**src/inc/syn_consts.svh**
```systemverilog
`ifndef SYN_CONSTS_SVH
`define SYN_CONSTS_SVH
// register offsets
`define SYN_ADDR_UPDATE    16'h0005
`define SYN_ADDR_NDIV      16'h0020
`define SYN_ADDR_RSVD      16'h0021
`define SYN_ADDR_PLL       16'h0022
`define SYN_ADDR_DIV_LO    16'h0104
`define SYN_ADDR_DIV_HI    16'h0105
`define SYN_ADDR_DIV_CTL   16'h0106
`define SYN_ADDR_TUNING_WORD_BYTE0      16'h01a6
`define SYN_FTW_NBYTES     16'h0006
// field positions
`define SYN_BIT_UPD        0
`define SYN_BIT_AUTO       7
`define SYN_BIT_DBL        3
`define SYN_BIT_BAND       2
`define SYN_BIT_INV        7
`define SYN_BIT_PRE        0
// reset values
`define SYN_NDIV_RST       5'h00
`define SYN_PLL_RST        8'h00
`define SYN_DIV_RST        16'h0000
`define SYN_DCTL_RST       2'h0
`define SYN_FB_RATIO_RST   7'h04
// offset of two ahead of the fixed doubling, so four after it; pump currents in uA
`define SYN_FB_OFFSET      7'h04
`define SYN_CP_UA_00       9'h0fa
`define SYN_CP_UA_01       9'h177
`define SYN_CP_UA_OFF      9'h000
`define SYN_CP_UA_11       9'h07d
`define SYN_CP_CODE_OFF    2'h2
// oscillator band split in MHz, between 810 and 900
`define SYN_BAND_SPLIT_MHZ 16'h0357
// cycles after reset release before straps are taken
`define SYN_BOOT_CYCLES    2'h2
`endif

```
**src/inc/syn_pkg.sv**
```systemverilog
package syn_pkg;
  typedef enum logic [1:0] {
    SYN_IDLE = 2'b01,
    SYN_CALC = 2'b10
  } syn_band_st_t;
  typedef logic [47:0] syn_ftw_t;
  typedef logic [7:0]  syn_byte_t;
endpackage

```
**src/inc/syn_cfg_if.sv**
```systemverilog
interface syn_cfg_if;
  import syn_pkg::*;
  syn_ftw_t    frequency_tuning_word;
  logic [15:0] div_val;
  logic        pre_en;
  logic        inv_edge;
  modport ctl (output frequency_tuning_word, output div_val, output pre_en, output inv_edge);
  modport acc (input frequency_tuning_word);
  modport div (input div_val, input pre_en, input inv_edge);
endinterface

```
**src/syn_phase_acc.sv**
```systemverilog
module syn_phase_acc
  import syn_pkg::*;
#(
  parameter int unsigned PH_W = 14
) (
  // clock and reset
  input  wire logic        ref_clk_in,
  input  wire logic        rst_in,
  // active tuning word
  syn_cfg_if.acc           cfg,
  // phase to sine lookup
  output logic [PH_W-1:0]  phase_out
);
  syn_ftw_t acc_ff;
  syn_ftw_t nxt_acc;

  // never cleared on a new word, so frequency hops stay phase continuous
  always_comb begin
    nxt_acc = acc_ff + cfg.frequency_tuning_word;
  end

  always_ff @(posedge ref_clk_in or posedge rst_in) begin
    if (rst_in) begin
      acc_ff <= 48'h0;
    end else begin
      acc_ff <= nxt_acc;
    end
  end

  assign phase_out = acc_ff[47 -: PH_W];
endmodule // syn_phase_acc

```
**src/syn_out_div.sv**
```systemverilog
module syn_out_div
  import syn_pkg::*;
(
  // clock and reset
  input  wire logic ref_clk_in,
  input  wire logic rst_in,
  // active divider settings
  syn_cfg_if.div    cfg,
  // synchronised divider reference level
  input  wire logic lvl_in,
  // divided output pulse
  output logic      div_out
);
  logic        prev_ff;
  logic        pre_ff;
  logic [15:0] cnt_ff;
  logic        out_ff;
  logic        nxt_pre;
  logic [15:0] nxt_cnt;
  logic        nxt_out;
  logic        edge_hit;
  logic        tick;

  always_comb begin
    edge_hit = cfg.inv_edge ? (prev_ff & ~lvl_in) : (~prev_ff & lvl_in);
    tick     = edge_hit & (~cfg.pre_en | pre_ff);
    nxt_pre  = edge_hit ? ~pre_ff : pre_ff;
    nxt_cnt  = cnt_ff;
    nxt_out  = 1'b0;
    if (tick) begin
      // terminal at the stored value, so the ratio is value plus one
      // at or past the value, so a lowered value never runs through a full wrap
      if (cnt_ff >= cfg.div_val) begin
        nxt_cnt = 16'h0000;
        nxt_out = 1'b1;
      end else begin
        nxt_cnt = cnt_ff + 16'h0001;
      end
    end
  end

  always_ff @(posedge ref_clk_in or posedge rst_in) begin
    if (rst_in) begin
      prev_ff <= 1'b0;
      pre_ff  <= 1'b0;
      cnt_ff  <= 16'h0000;
      out_ff  <= 1'b0;
    end else begin
      prev_ff <= lvl_in;
      pre_ff  <= nxt_pre;
      cnt_ff  <= nxt_cnt;
      out_ff  <= nxt_out;
    end
  end

  assign div_out = out_ff;
endmodule // syn_out_div

```
**src/syn_clk_cfg.sv**
```systemverilog
`include "syn_consts.svh"
// Overview of operation
// feedback ratio is twice the sum of the 5-bit divider field and two
// auto range bit makes the device choose the oscillator band itself
// band bit zero selects 700-810 MHz, one selects 900-1000 MHz
// software should use auto range for 810 to 900 MHz
// reference doubling bit inserts a doubler ahead of the PLL
// charge pump code 00=250uA, 01=375uA, 10=off, 11=125uA
// output divide ratio is the 16-bit value plus one
// low divider register holds bits 7:0, next holds 15:8
// divider control bit 0 adds a divide-by-two prescaler
// software must enable prescaler above 65536 or above 400 MHz input
// falling edge bit inverts the divider reference clock
// first tuning word register holds tuning word bits 7:0
// tuning word sets output to system clock frequency ratio
// new tuning word changes frequency at once without phase jump
// tuning word power-up value comes from the start-up straps
// tuning word is 48 bits in six registers, top holds 47:40
// writing the self-clearing update bit acts like the update pin
// 48-bit accumulator adds the active word each cycle, top bits out
module syn_clk_cfg
  import syn_pkg::*;
#(
  parameter int unsigned REF_MHZ = 50,
  parameter int unsigned PH_W    = 14
) (
  // clock and reset
  input  wire logic            ref_clk_in,
  input  wire logic            rst_in,
  // register access from the serial port logic
  input  wire logic [15:0]     reg_addr_in,
  input  wire logic            reg_wr_in,
  input  wire logic            reg_rd_in,
  input  wire logic [7:0]      reg_wdata_in,
  output logic      [7:0]      reg_rdata_out,
  output logic                 reg_rvalid_out,
  // device pins
  input  wire logic            io_update_pin_in,
  input  wire logic            feedback_input_pin_in,
  input  wire logic [3:0]      startup_straps_in,
  // pll settings
  output logic      [6:0]      fb_ratio_out,
  output logic                 ref_dbl_out,
  output logic                 osc_band_out,
  output logic                 cp_on_out,
  output logic      [8:0]      cp_ua_out,
  // synthesis outputs
  output logic      [PH_W-1:0] phase_out,
  output logic                 cmos_div_out
);
  // pin synchronisers: {update, feedback, straps}
  logic [5:0]   sync1_ff;
  logic [5:0]   sync2_ff;
  logic         upd_prev_ff;
  logic [1:0]   boot_cnt_ff;
  logic         boot_done_ff;
  logic [1:0]   nxt_boot_cnt;
  logic         nxt_boot_done;
  logic         boot_load;
  logic         upd_pulse;

  // buffered and active register state
  logic [4:0]   ndiv_buf_ff;
  logic [4:0]   ndiv_act_ff;
  syn_byte_t    pll_buf_ff;
  syn_byte_t    pll_act_ff;
  logic [15:0]  div_buf_ff;
  logic [15:0]  div_act_ff;
  logic [1:0]   dctl_buf_ff;
  logic [1:0]   dctl_act_ff;
  syn_ftw_t     ftw_buf_ff;
  syn_ftw_t     ftw_act_ff;
  logic [4:0]   nxt_ndiv_buf;
  logic [4:0]   nxt_ndiv_act;
  syn_byte_t    nxt_pll_buf;
  syn_byte_t    nxt_pll_act;
  logic [15:0]  nxt_div_buf;
  logic [15:0]  nxt_div_act;
  logic [1:0]   nxt_dctl_buf;
  logic [1:0]   nxt_dctl_act;
  syn_ftw_t     nxt_ftw_buf;
  syn_ftw_t     nxt_ftw_act;

  // band selection state
  syn_band_st_t st_ff;
  syn_band_st_t nxt_st;
  logic [15:0]  vco_ff;
  logic [15:0]  nxt_vco;
  logic         band_auto_ff;
  logic         nxt_band_auto;
  logic         eff_band;

  // registered outputs
  logic [7:0]   rdata_ff;
  logic         rvalid_ff;
  logic [6:0]   fb_ratio_ff;
  logic         ref_dbl_ff;
  logic         osc_band_ff;
  logic         cp_on_ff;
  logic [8:0]   cp_ua_ff;
  logic [7:0]   nxt_rdata;
  logic [6:0]   nxt_fb_ratio;
  logic [8:0]   nxt_cp_ua;

  syn_cfg_if cfg ();

  function automatic logic is_ftw(input logic [15:0] a);
    return (a >= `SYN_ADDR_TUNING_WORD_BYTE0) && (a < `SYN_ADDR_TUNING_WORD_BYTE0 + `SYN_FTW_NBYTES);
  endfunction

  function automatic logic [2:0] ftw_idx(input logic [15:0] a);
    logic [15:0] d;
    d = a - `SYN_ADDR_TUNING_WORD_BYTE0;
    return d[2:0];
  endfunction

  function automatic logic [8:0] cp_ua(input logic [1:0] code);
    case (code)
      2'h0:    return `SYN_CP_UA_00;
      2'h1:    return `SYN_CP_UA_01;
      2'h2:    return `SYN_CP_UA_OFF;
      default: return `SYN_CP_UA_11;
    endcase
  endfunction

  // arbitrary strap to tuning word mapping
  function automatic syn_ftw_t strap_ftw(input logic [3:0] s);
    return {s, 44'h0};
  endfunction

  // synchronisers and boot sequencing
  always_comb begin
    boot_load     = !boot_done_ff && (boot_cnt_ff == `SYN_BOOT_CYCLES);
    nxt_boot_cnt  = boot_done_ff ? boot_cnt_ff : boot_cnt_ff + 2'h1;
    nxt_boot_done = boot_done_ff | boot_load;
    upd_pulse     = (sync2_ff[5] & ~upd_prev_ff)
                  | (reg_wr_in && reg_addr_in == `SYN_ADDR_UPDATE
                     && reg_wdata_in[`SYN_BIT_UPD]);
  end

  always_ff @(posedge ref_clk_in or posedge rst_in) begin
    if (rst_in) begin
      sync1_ff     <= 6'h00;
      sync2_ff     <= 6'h00;
      upd_prev_ff  <= 1'b0;
      boot_cnt_ff  <= 2'h0;
      boot_done_ff <= 1'b0;
    end else begin
      sync1_ff     <= {io_update_pin_in, feedback_input_pin_in, startup_straps_in};
      sync2_ff     <= sync1_ff;
      upd_prev_ff  <= sync2_ff[5];
      boot_cnt_ff  <= nxt_boot_cnt;
      boot_done_ff <= nxt_boot_done;
    end
  end

  // register writes into buffers, transfer to active on update
  always_comb begin
    nxt_ndiv_buf = ndiv_buf_ff;
    nxt_pll_buf  = pll_buf_ff;
    nxt_div_buf  = div_buf_ff;
    nxt_dctl_buf = dctl_buf_ff;
    nxt_ftw_buf  = ftw_buf_ff;
    if (reg_wr_in) begin
      case (reg_addr_in)
        `SYN_ADDR_NDIV:    nxt_ndiv_buf = reg_wdata_in[4:0];
        `SYN_ADDR_PLL:     nxt_pll_buf = reg_wdata_in & 8'h8f;
        `SYN_ADDR_DIV_LO:  nxt_div_buf[7:0] = reg_wdata_in;
        `SYN_ADDR_DIV_HI:  nxt_div_buf[15:8] = reg_wdata_in;
        `SYN_ADDR_DIV_CTL: nxt_dctl_buf = {reg_wdata_in[`SYN_BIT_INV],
                                           reg_wdata_in[`SYN_BIT_PRE]};
        default:           nxt_ndiv_buf = ndiv_buf_ff;
      endcase
      if (is_ftw(reg_addr_in)) begin
        // byte n holds bits 8n+7:8n, byte 0 is least significant
        nxt_ftw_buf[ftw_idx(reg_addr_in)*8 +: 8] = reg_wdata_in;
      end
    end
    nxt_ndiv_act = ndiv_act_ff;
    nxt_pll_act  = pll_act_ff;
    nxt_div_act  = div_act_ff;
    nxt_dctl_act = dctl_act_ff;
    nxt_ftw_act  = ftw_act_ff;
    // a write in the update cycle lands in the buffer, not the active copy
    if (upd_pulse) begin
      nxt_ndiv_act = ndiv_buf_ff;
      nxt_pll_act  = pll_buf_ff;
      nxt_div_act  = div_buf_ff;
      nxt_dctl_act = dctl_buf_ff;
      nxt_ftw_act  = ftw_buf_ff;
    end
    if (boot_load) begin
      nxt_ftw_buf = strap_ftw(sync2_ff[3:0]);
      nxt_ftw_act = strap_ftw(sync2_ff[3:0]);
    end
  end

  always_ff @(posedge ref_clk_in or posedge rst_in) begin
    if (rst_in) begin
      ndiv_buf_ff <= `SYN_NDIV_RST;
      ndiv_act_ff <= `SYN_NDIV_RST;
      pll_buf_ff  <= `SYN_PLL_RST;
      pll_act_ff  <= `SYN_PLL_RST;
      div_buf_ff  <= `SYN_DIV_RST;
      div_act_ff  <= `SYN_DIV_RST;
      dctl_buf_ff <= `SYN_DCTL_RST;
      dctl_act_ff <= `SYN_DCTL_RST;
      ftw_buf_ff  <= 48'h0;
      ftw_act_ff  <= 48'h0;
    end else begin
      ndiv_buf_ff <= nxt_ndiv_buf;
      ndiv_act_ff <= nxt_ndiv_act;
      pll_buf_ff  <= nxt_pll_buf;
      pll_act_ff  <= nxt_pll_act;
      div_buf_ff  <= nxt_div_buf;
      div_act_ff  <= nxt_div_act;
      dctl_buf_ff <= nxt_dctl_buf;
      dctl_act_ff <= nxt_dctl_act;
      ftw_buf_ff  <= nxt_ftw_buf;
      ftw_act_ff  <= nxt_ftw_act;
    end
  end

  // automatic band: estimate oscillator frequency from the new settings
  always_comb begin
    nxt_st        = st_ff;
    nxt_vco       = vco_ff;
    nxt_band_auto = band_auto_ff;
    case (st_ff)
      SYN_IDLE: begin
        if (upd_pulse && pll_buf_ff[`SYN_BIT_AUTO]) begin
          nxt_vco = 16'(REF_MHZ * (pll_buf_ff[`SYN_BIT_DBL] ? 32'h2 : 32'h1)
                    * ({26'h0, ndiv_buf_ff, 1'b0} + {25'h0, `SYN_FB_OFFSET}));
          nxt_st  = SYN_CALC;
        end
      end
      SYN_CALC: begin
        nxt_band_auto = (vco_ff >= `SYN_BAND_SPLIT_MHZ);
        nxt_st        = SYN_IDLE;
      end
      default: nxt_st = SYN_IDLE;
    endcase
  end

  always_ff @(posedge ref_clk_in or posedge rst_in) begin
    if (rst_in) begin
      st_ff        <= SYN_IDLE;
      vco_ff       <= 16'h0000;
      band_auto_ff <= 1'b0;
    end else begin
      st_ff        <= nxt_st;
      vco_ff       <= nxt_vco;
      band_auto_ff <= nxt_band_auto;
    end
  end

  // readback shows buffered values, except the band bit under auto range
  always_comb begin
    eff_band = pll_act_ff[`SYN_BIT_AUTO] ? band_auto_ff
                                         : pll_act_ff[`SYN_BIT_BAND];
    nxt_fb_ratio = {1'b0, ndiv_act_ff, 1'b0} + `SYN_FB_OFFSET;
    nxt_cp_ua    = cp_ua(pll_act_ff[1:0]);
    nxt_rdata    = rdata_ff;
    if (reg_rd_in) begin
      nxt_rdata = 8'h00;
      if (is_ftw(reg_addr_in)) begin
        nxt_rdata = ftw_buf_ff[ftw_idx(reg_addr_in)*8 +: 8];
      end
      case (reg_addr_in)
        `SYN_ADDR_NDIV:    nxt_rdata = {3'h0, ndiv_buf_ff};
        `SYN_ADDR_PLL:     nxt_rdata = pll_act_ff[`SYN_BIT_AUTO]
                                       ? {pll_buf_ff[7:3], band_auto_ff, pll_buf_ff[1:0]}
                                       : pll_buf_ff;
        `SYN_ADDR_DIV_LO:  nxt_rdata = div_buf_ff[7:0];
        `SYN_ADDR_DIV_HI:  nxt_rdata = div_buf_ff[15:8];
        `SYN_ADDR_DIV_CTL: nxt_rdata = {dctl_buf_ff[1], 6'h00, dctl_buf_ff[0]};
        default:           nxt_rdata = nxt_rdata;
      endcase
    end
  end

  always_ff @(posedge ref_clk_in or posedge rst_in) begin
    if (rst_in) begin
      rdata_ff    <= 8'h00;
      rvalid_ff   <= 1'b0;
      fb_ratio_ff <= `SYN_FB_RATIO_RST;
      ref_dbl_ff  <= 1'b0;
      osc_band_ff <= 1'b0;
      cp_on_ff    <= 1'b0;
      cp_ua_ff    <= 9'h000;
    end else begin
      rdata_ff    <= nxt_rdata;
      rvalid_ff   <= reg_rd_in;
      fb_ratio_ff <= nxt_fb_ratio;
      ref_dbl_ff  <= pll_act_ff[`SYN_BIT_DBL];
      osc_band_ff <= eff_band;
      cp_on_ff    <= (pll_act_ff[1:0] != `SYN_CP_CODE_OFF);
      cp_ua_ff    <= nxt_cp_ua;
    end
  end

  assign reg_rdata_out  = rdata_ff;
  assign reg_rvalid_out = rvalid_ff;
  assign fb_ratio_out   = fb_ratio_ff;
  assign ref_dbl_out    = ref_dbl_ff;
  assign osc_band_out   = osc_band_ff;
  assign cp_on_out      = cp_on_ff;
  assign cp_ua_out      = cp_ua_ff;

  assign cfg.frequency_tuning_word      = ftw_act_ff;
  assign cfg.div_val  = div_act_ff;
  assign cfg.pre_en   = dctl_act_ff[0];
  assign cfg.inv_edge = dctl_act_ff[1];

  syn_phase_acc #(
    .PH_W       (PH_W)
  ) u_acc (
    .ref_clk_in (ref_clk_in),
    .rst_in     (rst_in),
    .cfg        (cfg.acc),
    .phase_out  (phase_out)
  );

  syn_out_div u_div (
    .ref_clk_in (ref_clk_in),
    .rst_in     (rst_in),
    .cfg        (cfg.div),
    .lvl_in     (sync2_ff[4]),
    .div_out    (cmos_div_out)
  );
endmodule // syn_clk_cfg

```
**config.mk**
```make
export PLATFORM = sky130hd
export DESIGN_NAME = syn_clk_cfg
export DESIGN_NICKNAME = d
export VERILOG_FILES = /design/src/inc/syn_pkg.sv /design/src/inc/syn_cfg_if.sv /design/src/syn_phase_acc.sv /design/src/syn_out_div.sv /design/src/syn_clk_cfg.sv
export VERILOG_INCLUDE_DIRS = /design/src /design/src/inc
export SDC_FILE = /design/constraint.sdc
export NUM_CORES = 1
export LEC_CHECK = 0
export BUFFER_PORTS_ARGS = -buffer_cell sky130_fd_sc_hd__buf_4
export CAP_MARGIN = 20
export CORE_ASPECT_RATIO = 0.7
export CORE_MARGIN = 10
export CORE_UTILIZATION = 55
export CTS_CLUSTER_SIZE = 16
export DETAILED_ROUTE_END_ITERATION = 16
export PLACE_DENSITY_LB_ADDON = 0.15
export SYNTH_ARGS = -nofsm -noshare
export SYNTH_HDL_FRONTEND = slang
export SYNTH_SLANG_ARGS = --single-unit
```
**constraint.sdc**
```tcl
create_clock -name ref_clk_in -period 25.3 [get_ports ref_clk_in]
set_input_delay 2.53 -clock ref_clk_in [delete_from_list [all_inputs] [get_ports ref_clk_in]]
set_output_delay 2.53 -clock ref_clk_in [all_outputs]
set_load 0.01 [all_outputs]
```
Word-level counts from Yosys, hierarchy flattened --
Index checks and enable logic that the tools add are counted.
Operators by class: add/sub/neg operators 7, $mul 2, $lt $le $gt $ge 4, equality and inequality tests 13, shift operators 3, multiplexer cells 18, bitwise logic cells 12, reduce and logical (&&, ||, !) cells 17
Operators with widths (number):
- 48-bit 2-to-1 mux | 5
- 48-bit adder | 1
- 48-bit bitwise mux | 1
- 16-bit by 9-bit equality test with 1-bit output (second input constant) | 3
- 8-bit by 34-bit variable shift with 48-bit output (first input constant) | 1
- 48-bit by 7-bit variable part select with 8-bit output | 1
- 8-bit by 34-bit variable part select with 48-bit output | 1
- 8-bit one-hot mux with 5 select lines | 1
- 6-bit negator with 34-bit output | 1
- 16-bit by 6-bit equality test with 1-bit output (second input constant) | 2
- 9-bit one-hot mux with 3 select lines | 1
- 16-bit by 1-bit adder with 16-bit output (second input constant) | 1
- 16-bit by 3-bit equality test with 1-bit output (second input constant) | 1
- 16-bit by 10-bit >= comparator with 1-bit output (second input constant) | 1
- 16-bit >= comparator | 1
- 16-bit by 9-bit >= comparator with 1-bit output (second input constant) | 1
- 16-bit by 9-bit less-than comparator with 1-bit output (second input constant) | 1
- 16-bit 2-to-1 mux | 1
- 6-bit by 3-bit adder with 7-bit output (second input constant) | 2
- 7-bit by 7-bit multiplier with 14-bit output | 1
- 2-bit AND reduction | 7
- 8-bit 2-to-1 mux | 1
- 5-bit by 2-bit multiplier with 7-bit output (first input constant) | 1
- 2-bit equality test (second input constant) | 3
- other kinds (14) | 36
Word-level totals: register bits 281, input bits 34, output and inout bits 43, logic and storage cells 107

Depth between registers and ports, before layout --
depth in word-level cells 7, gate-level depth with buffers 20, gate-level depth less buffers 20

Modules after synthesis --
From an unflattened synthesis, not the netlist that was laid out.
Unflattened totals: cells, all modules 1580, area total of the unflattened synthesis 15561.2 µm²
By module, submodules not included:
- syn_clk_cfg | times used 1, cells each 972, area an instance 9998.3 µm², seq. area each 5157.4 µm²
- syn_phase_acc | times used 1, cells each 457, area an instance 4088.9 µm², seq. area each 1201.2 µm²
- syn_out_div | times used 1, cells each 151, area an instance 1473.9 µm², seq. area each 475.5 µm²

Worst setup path before layout --
No wires, ideal clock.
path kind input -> register, start point input reg_addr_in[0], end point register ftw_buf_ff[0], setup time 141 ps, data arrival time 4752 ps, required time 25159 ps, slack 20406 ps, stages 14, path buffers 4, cells stage by stage buf_2 -> inv_1 -> buf_4 -> ha_1 -> o21ai_1 -> mux2_2 -> nor4_1 -> nand3_2 -> nor3b_2 -> and4b_1 -> buf_4 -> buf_8 -> nand2b_1 -> a21oi_2
Between the ends: longest elaborated chain between the ends 7, elaborated cells on any way between the ends 13, classes of those cells 2 x add/sub; 2 x order compare; 2 x shift; 4 x mux; 3 x reduce/logical
Ends and longest elaborated chain:
- start, declared | RTL line syn_clk_cfg.sv:31 | input wire logic [15:0] reg_addr_in,
- 3-bit subtractor (no source line)
- 6-bit negator with 34-bit output | RTL line syn_clk_cfg.sv:176 | nxt_ftw_buf[ftw_idx(reg_addr_in)*8 +: 8] = reg_wdata_in;
- 8-bit by 34-bit variable part select with 48-bit output or 8-bit by 34-bit variable shift with 48-bit output (tied branches) | RTL line syn_clk_cfg.sv:176
- 48-bit bitwise mux | RTL line syn_clk_cfg.sv:176
- 48-bit 2-to-1 mux | RTL line syn_clk_cfg.sv:174 | if (is_ftw(reg_addr_in)) begin
- 48-bit 2-to-1 mux | RTL line syn_clk_cfg.sv:164 | if (reg_wr_in) begin
- 48-bit 2-to-1 mux | RTL line syn_clk_cfg.sv:192 | if (boot_load) begin
- end signal, assigned | RTL line syn_clk_cfg.sv:219 | ftw_buf_ff <= nxt_ftw_buf;
- end, declared | RTL line syn_clk_cfg.sv:71 | syn_ftw_t ftw_buf_ff;
Parallel ways exist; a longest one is shown, timed or not. The select of a mux whose other input is x is not followed. A chain may end at the register's enable or synchronous reset.

Worst setup path after layout --
start point input reg_addr_in[0], end point register ftw_buf_ff[6]
Same word-level chain as after synthesis.

==> results.txt <==
Of the available clock period, the critical path in the final layout requires 20.0%. The total power per unit cell area was 56.0 mW/mm2. The worst ir drop on vdd was 0.0568 mV; the buffer count from post-CTS setup fixing was 0. The layout has 2291 filler cells. Clock tree synthesis selected as its root buffer the cell clkbuf_16. The post-route clock skew is 0.0178 ns. The endpoint type of the worst setup path was a register.

After routing the design area is 0.0165 mm2. The fmax came out at 197 MHz. Share of async-settable or async-resettable flops after synthesis: 100%.

The die span in y was 158 um; the number of cell instances on the worst register-to-register path was 18. In this run the core area contains 50 standard-cell rows. After technology mapping, the gate count stands at 1516.

The startpoint identified for the worst register-to-register timing path is ndiv_buf_ff[1]$_DFFE_PP0P_. For the pin with the worst max-slew slack, the measured transition is 0.989 ns. A synthesized cell averages 9.86 um2. Across the run, the number of max-cap violations was 0. Summing all placed instances gives a cell area of 0.0156 mm2.

After synthesis the netlist holds a flip-flop and latch count of 273. For the clock sink count, the log shows 273. The number of antenna violations at the first check in global routing was 3. The tools report the layout net count as 1703. For the pin count of the biggest net entering global routing, the log shows 137. In the routed layout, each cell is associated on average with a via count of 5.66. The logs give 0.0268 mm2 for the placeable core area and 0 for the count of final setup violators.

The final number of hold-violating endpoints is 0. After detailed routing, the number of remaining DRC violations is 0. Summed over all nets, the half-perimeter wirelength after detailed placement is 25.4 mm. For the area of combinational cells with multiple inputs, the log shows 0.00741 mm2. In this run the tool buffered the top-level ports with 75 buffer cells.

For the worst setup path, the data required time is 25.69 ns. Area enclosed by the die boundary: 0.0343 mm2. The number of different library cells used by synthesis comes to 86.

Buffers inserted to repair hold after CTS numbered 0. Routability-driven placement finished with a final weighted congestion of 0.950. In this run the worst setup path terminates at ftw_buf_ff[6]$_DFFE_PP0P_.

The detailed router placed 10900 vias in this run. The total overflow left after global routing is 0. The logs give 20.87 ns for the internal reg-to-reg setup slack and 10600 for the via count of the first global-routing pass. From synthesis to final layout, the design area changed by 10.5%. The relative max-transition margin is 34.0%.

The top cell types in the final layout, fill and taps aside, are dfrtp_1 (271), nand2_1 (265), a21oi_1 (112), ha_1 (111), o21ai_0 (94). Of all nets on the critical path, the largest fanout is 21. For this run, the detailed router's first-pass iteration total came to 5. The clock-pin slew on the worst setup and hold paths was 0.06 ns; the level count of the clock H-tree was 1. The TritonCTS buffer count came out at 28.

Setup repair after global routing left no endpoint under its margin. The run gives 0 as the post-cts sizing count. Summing the sequential cell areas from Yosys gives 45.7% of the chip area. The min-delay analysis places its worst path in the category register to register. Tracing the worst setup path back leads to its startpoint at reg_addr_in[0]. Detailed-route wire length per cell: 18.2 um. The logs give 35.2 mm for the final wirelength and 57.7 mm for the first-pass GRT wire length.

The share of post-route cells with drive strength above 1 is 14.3%. The number of pins exceeding their max-slew limit in the final report was 0; the sequential cell area was 0.00683 mm2. Yosys printed 0 warnings. Cell area after technology mapping: 0.0149 mm2. No sink is reached through more buffers than the 3 on the longest clock path. The count of nets left with antenna violations once routing finished came out at 0.

The worst register-to-register path ends at vco_ff[14]$_DFFE_PP0P_. The worst setup path is of the input port to register kind. The detailed router's first-iteration violation count was 960; the starting utilization of the core area was 55.8%. Data arrives at the worst endpoint at 5.46 ns. For this run, the total global-route usage over all layers was measured as 20.7%.

In this run the count of I/O pins placed on the die edge is 77. For this design the static power due to leakage is 8.02 nW. TritonCTS built the clock tree. The worst setup path is launched from an input port. The width of the chip works out to 217 um. The final total negative setup slack is 0 ns.

Leading cell type in the layout, fill and taps excluded: dfrtp_1. Counting I/O delays and the setup requirement, the final critical path takes 5.07 ns. Counting flops with a built-in enable in the synthesized netlist gives 0. The flow ran to the end, and the final reports show no timing, DRC or antenna violations.

For the worst-skew pair, the clock arrives at the later sink with an insertion delay of 0.56 ns. The most used flip-flop cell after synthesis is dfrtp_1.
[cell usage after synthesis (all sizes together), types with 3 or more instances]
cell type | count | area (um2)
xnor2 | 44 | 385
a22oi | 13 | 97.6
o21ai | 110 | 569
nor3b | 4 | 35.0
o31ai | 4 | 35.0
a222oi | 3 | 30.0
a221oi | 5 | 43.8
mux2i | 6 | 60.1
nor3 | 10 | 60.1
dfrtp | 271 | 6780
nand4 | 12 | 75.1
nand3 | 40 | 245
xor2 | 22 | 193
nand2b | 18 | 113
mux2 | 39 | 439
or2 | 4 | 25.0
nor4 | 7 | 65.1
a22o | 13 | 114
o21a | 7 | 52.6
mux4 | 8 | 180
a211oi | 9 | 72.6
nor2 | 68 | 255
o211ai | 5 | 37.5
nand2 | 267 | 1010
a21oi | 122 | 656
o22ai | 3 | 18.8
a31oi | 11 | 75.1
and2 | 8 | 50.1
nor4b | 3 | 26.3
nor2b | 14 | 90.1
inv | 73 | 274
a21o | 31 | 233
buf | 51 | 325
fa | 10 | 200
clkbuf | 35 | 135
ha | 111 | 1390
and3 | 17 | 106
[kinds of logic after synthesis]
kind of cell,count (synthesis),synth area share [%]
adder cells (fa/ha/maj),121,10.6
multiplexers,53,4.55
AND/OR/NAND/NOR,486,15.3
other,1,0.0251
XOR/XNOR,66,3.87
AO/OA/AOI/OAI,357,15.0
buffers and inverters,159,4.92
flip-flops,273,45.7
[worst max-delay path, stage by stage]
cell and delay, ns:
buf_4 0.21, inv_1 0.41, ha_1 0.37, o21ai_1 0.10
mux2_2 0.26, nor4_1 0.31, nand3_2 0.16, nor3b_2 0.22
and4b_1 0.63, nand2b_1 0.20, a21oi_2 0.06
[per-layer routing]
| metal | share of wire [%] | track usage (%) | wire length (um) | vias up |
|---|---|---|---|---|
| met3 | 6.7 | 4.50 | 2340 | 35 |
| met5 | 0 | 0 | 0 | - |
| met1 | 50 | 31.2 | 17600 | 5316 |
| li1 | - | - | - | 5320 |
| met4 | 1.5 | 4.22 | 529 | 0 |
| met2 | 42 | 29.8 | 14700 | 273 |
[where the power goes]
part	leakage (nW)	internal, W	switching (W)
registers	3.70	0.000445	0.00000567
logic	3.88	0.0000259	0.0000400
clock network	0.440	0.000231	0.000177
total	8.02	0.000701	0.000223
[worst min-delay path by stage]
stage                               start                    end  slack [ns]  cells past startpoint
finish              sync1_ff[1]$_DFF_PP0_  sync2_ff[1]$_DFF_PP0_        0.35                      0
global route        sync1_ff[1]$_DFF_PP0_  sync2_ff[1]$_DFF_PP0_        0.35                      0
CTS                 sync1_ff[2]$_DFF_PP0_  sync2_ff[2]$_DFF_PP0_        0.35                      0
detailed placement  sync1_ff[2]$_DFF_PP0_  sync2_ff[2]$_DFF_PP0_        0.34                      0
global placement    sync1_ff[4]$_DFF_PP0_  sync2_ff[4]$_DFF_PP0_        0.33                      0
floorplan           sync1_ff[0]$_DFF_PP0_  sync2_ff[0]$_DFF_PP0_        0.33                      0
[layout make-up]
class	instances	share of cell area, %
diodes	3	0.0455
flip-flops and latches	273	41.4
clock buffers	36	4.80
multi-input cells	1089	44.9
well taps	364	2.76
repair buffers	83	3.83
inverters	73	1.70
clock inverters	13	0.636
[registers in the layout (all words and copies together), names as in the netlist, 5 cells and up]
signal and count:
sync1_ff 6, vco_ff 12, pll_act_ff 5, div_buf_ff 16
ftw_buf_ff 48, reg_rdata_out 8, u_div.cnt_ff 16, cp_ua_out 6
ndiv_buf_ff 5, fb_ratio_out 6, ndiv_act_ff 5, cfg.frequency_tuning_word 48
sync2_ff 6, cfg.div_val 16, pll_buf_ff 5, u_acc.acc_ff 48
[metrics by stage]
| stage | utilization (%) | hold WS, ns | power (W) | std cells | worst slack (ns) |
|---|---|---|---|---|---|
| after CTS | 61.5 | 0.350 | 0.000935 | 1928 | 19.91 |
| final | 61.7 | 0.348 | 0.000924 | 1934 | 20.23 |
| after detailed placement | 58.2 | 0.336 | 0.000525 | 1879 | 19.35 |
| after global placement | 58.2 | 0.333 | 0.000524 | 1879 | 19.47 |
| after global routing | 61.7 | 0.355 | 0.000961 | 1934 | 20.01 |
| after floorplan | - | 0.331 | 0.000504 | 1521 | 15.25 |
Power figures use the tool's default switching activity.
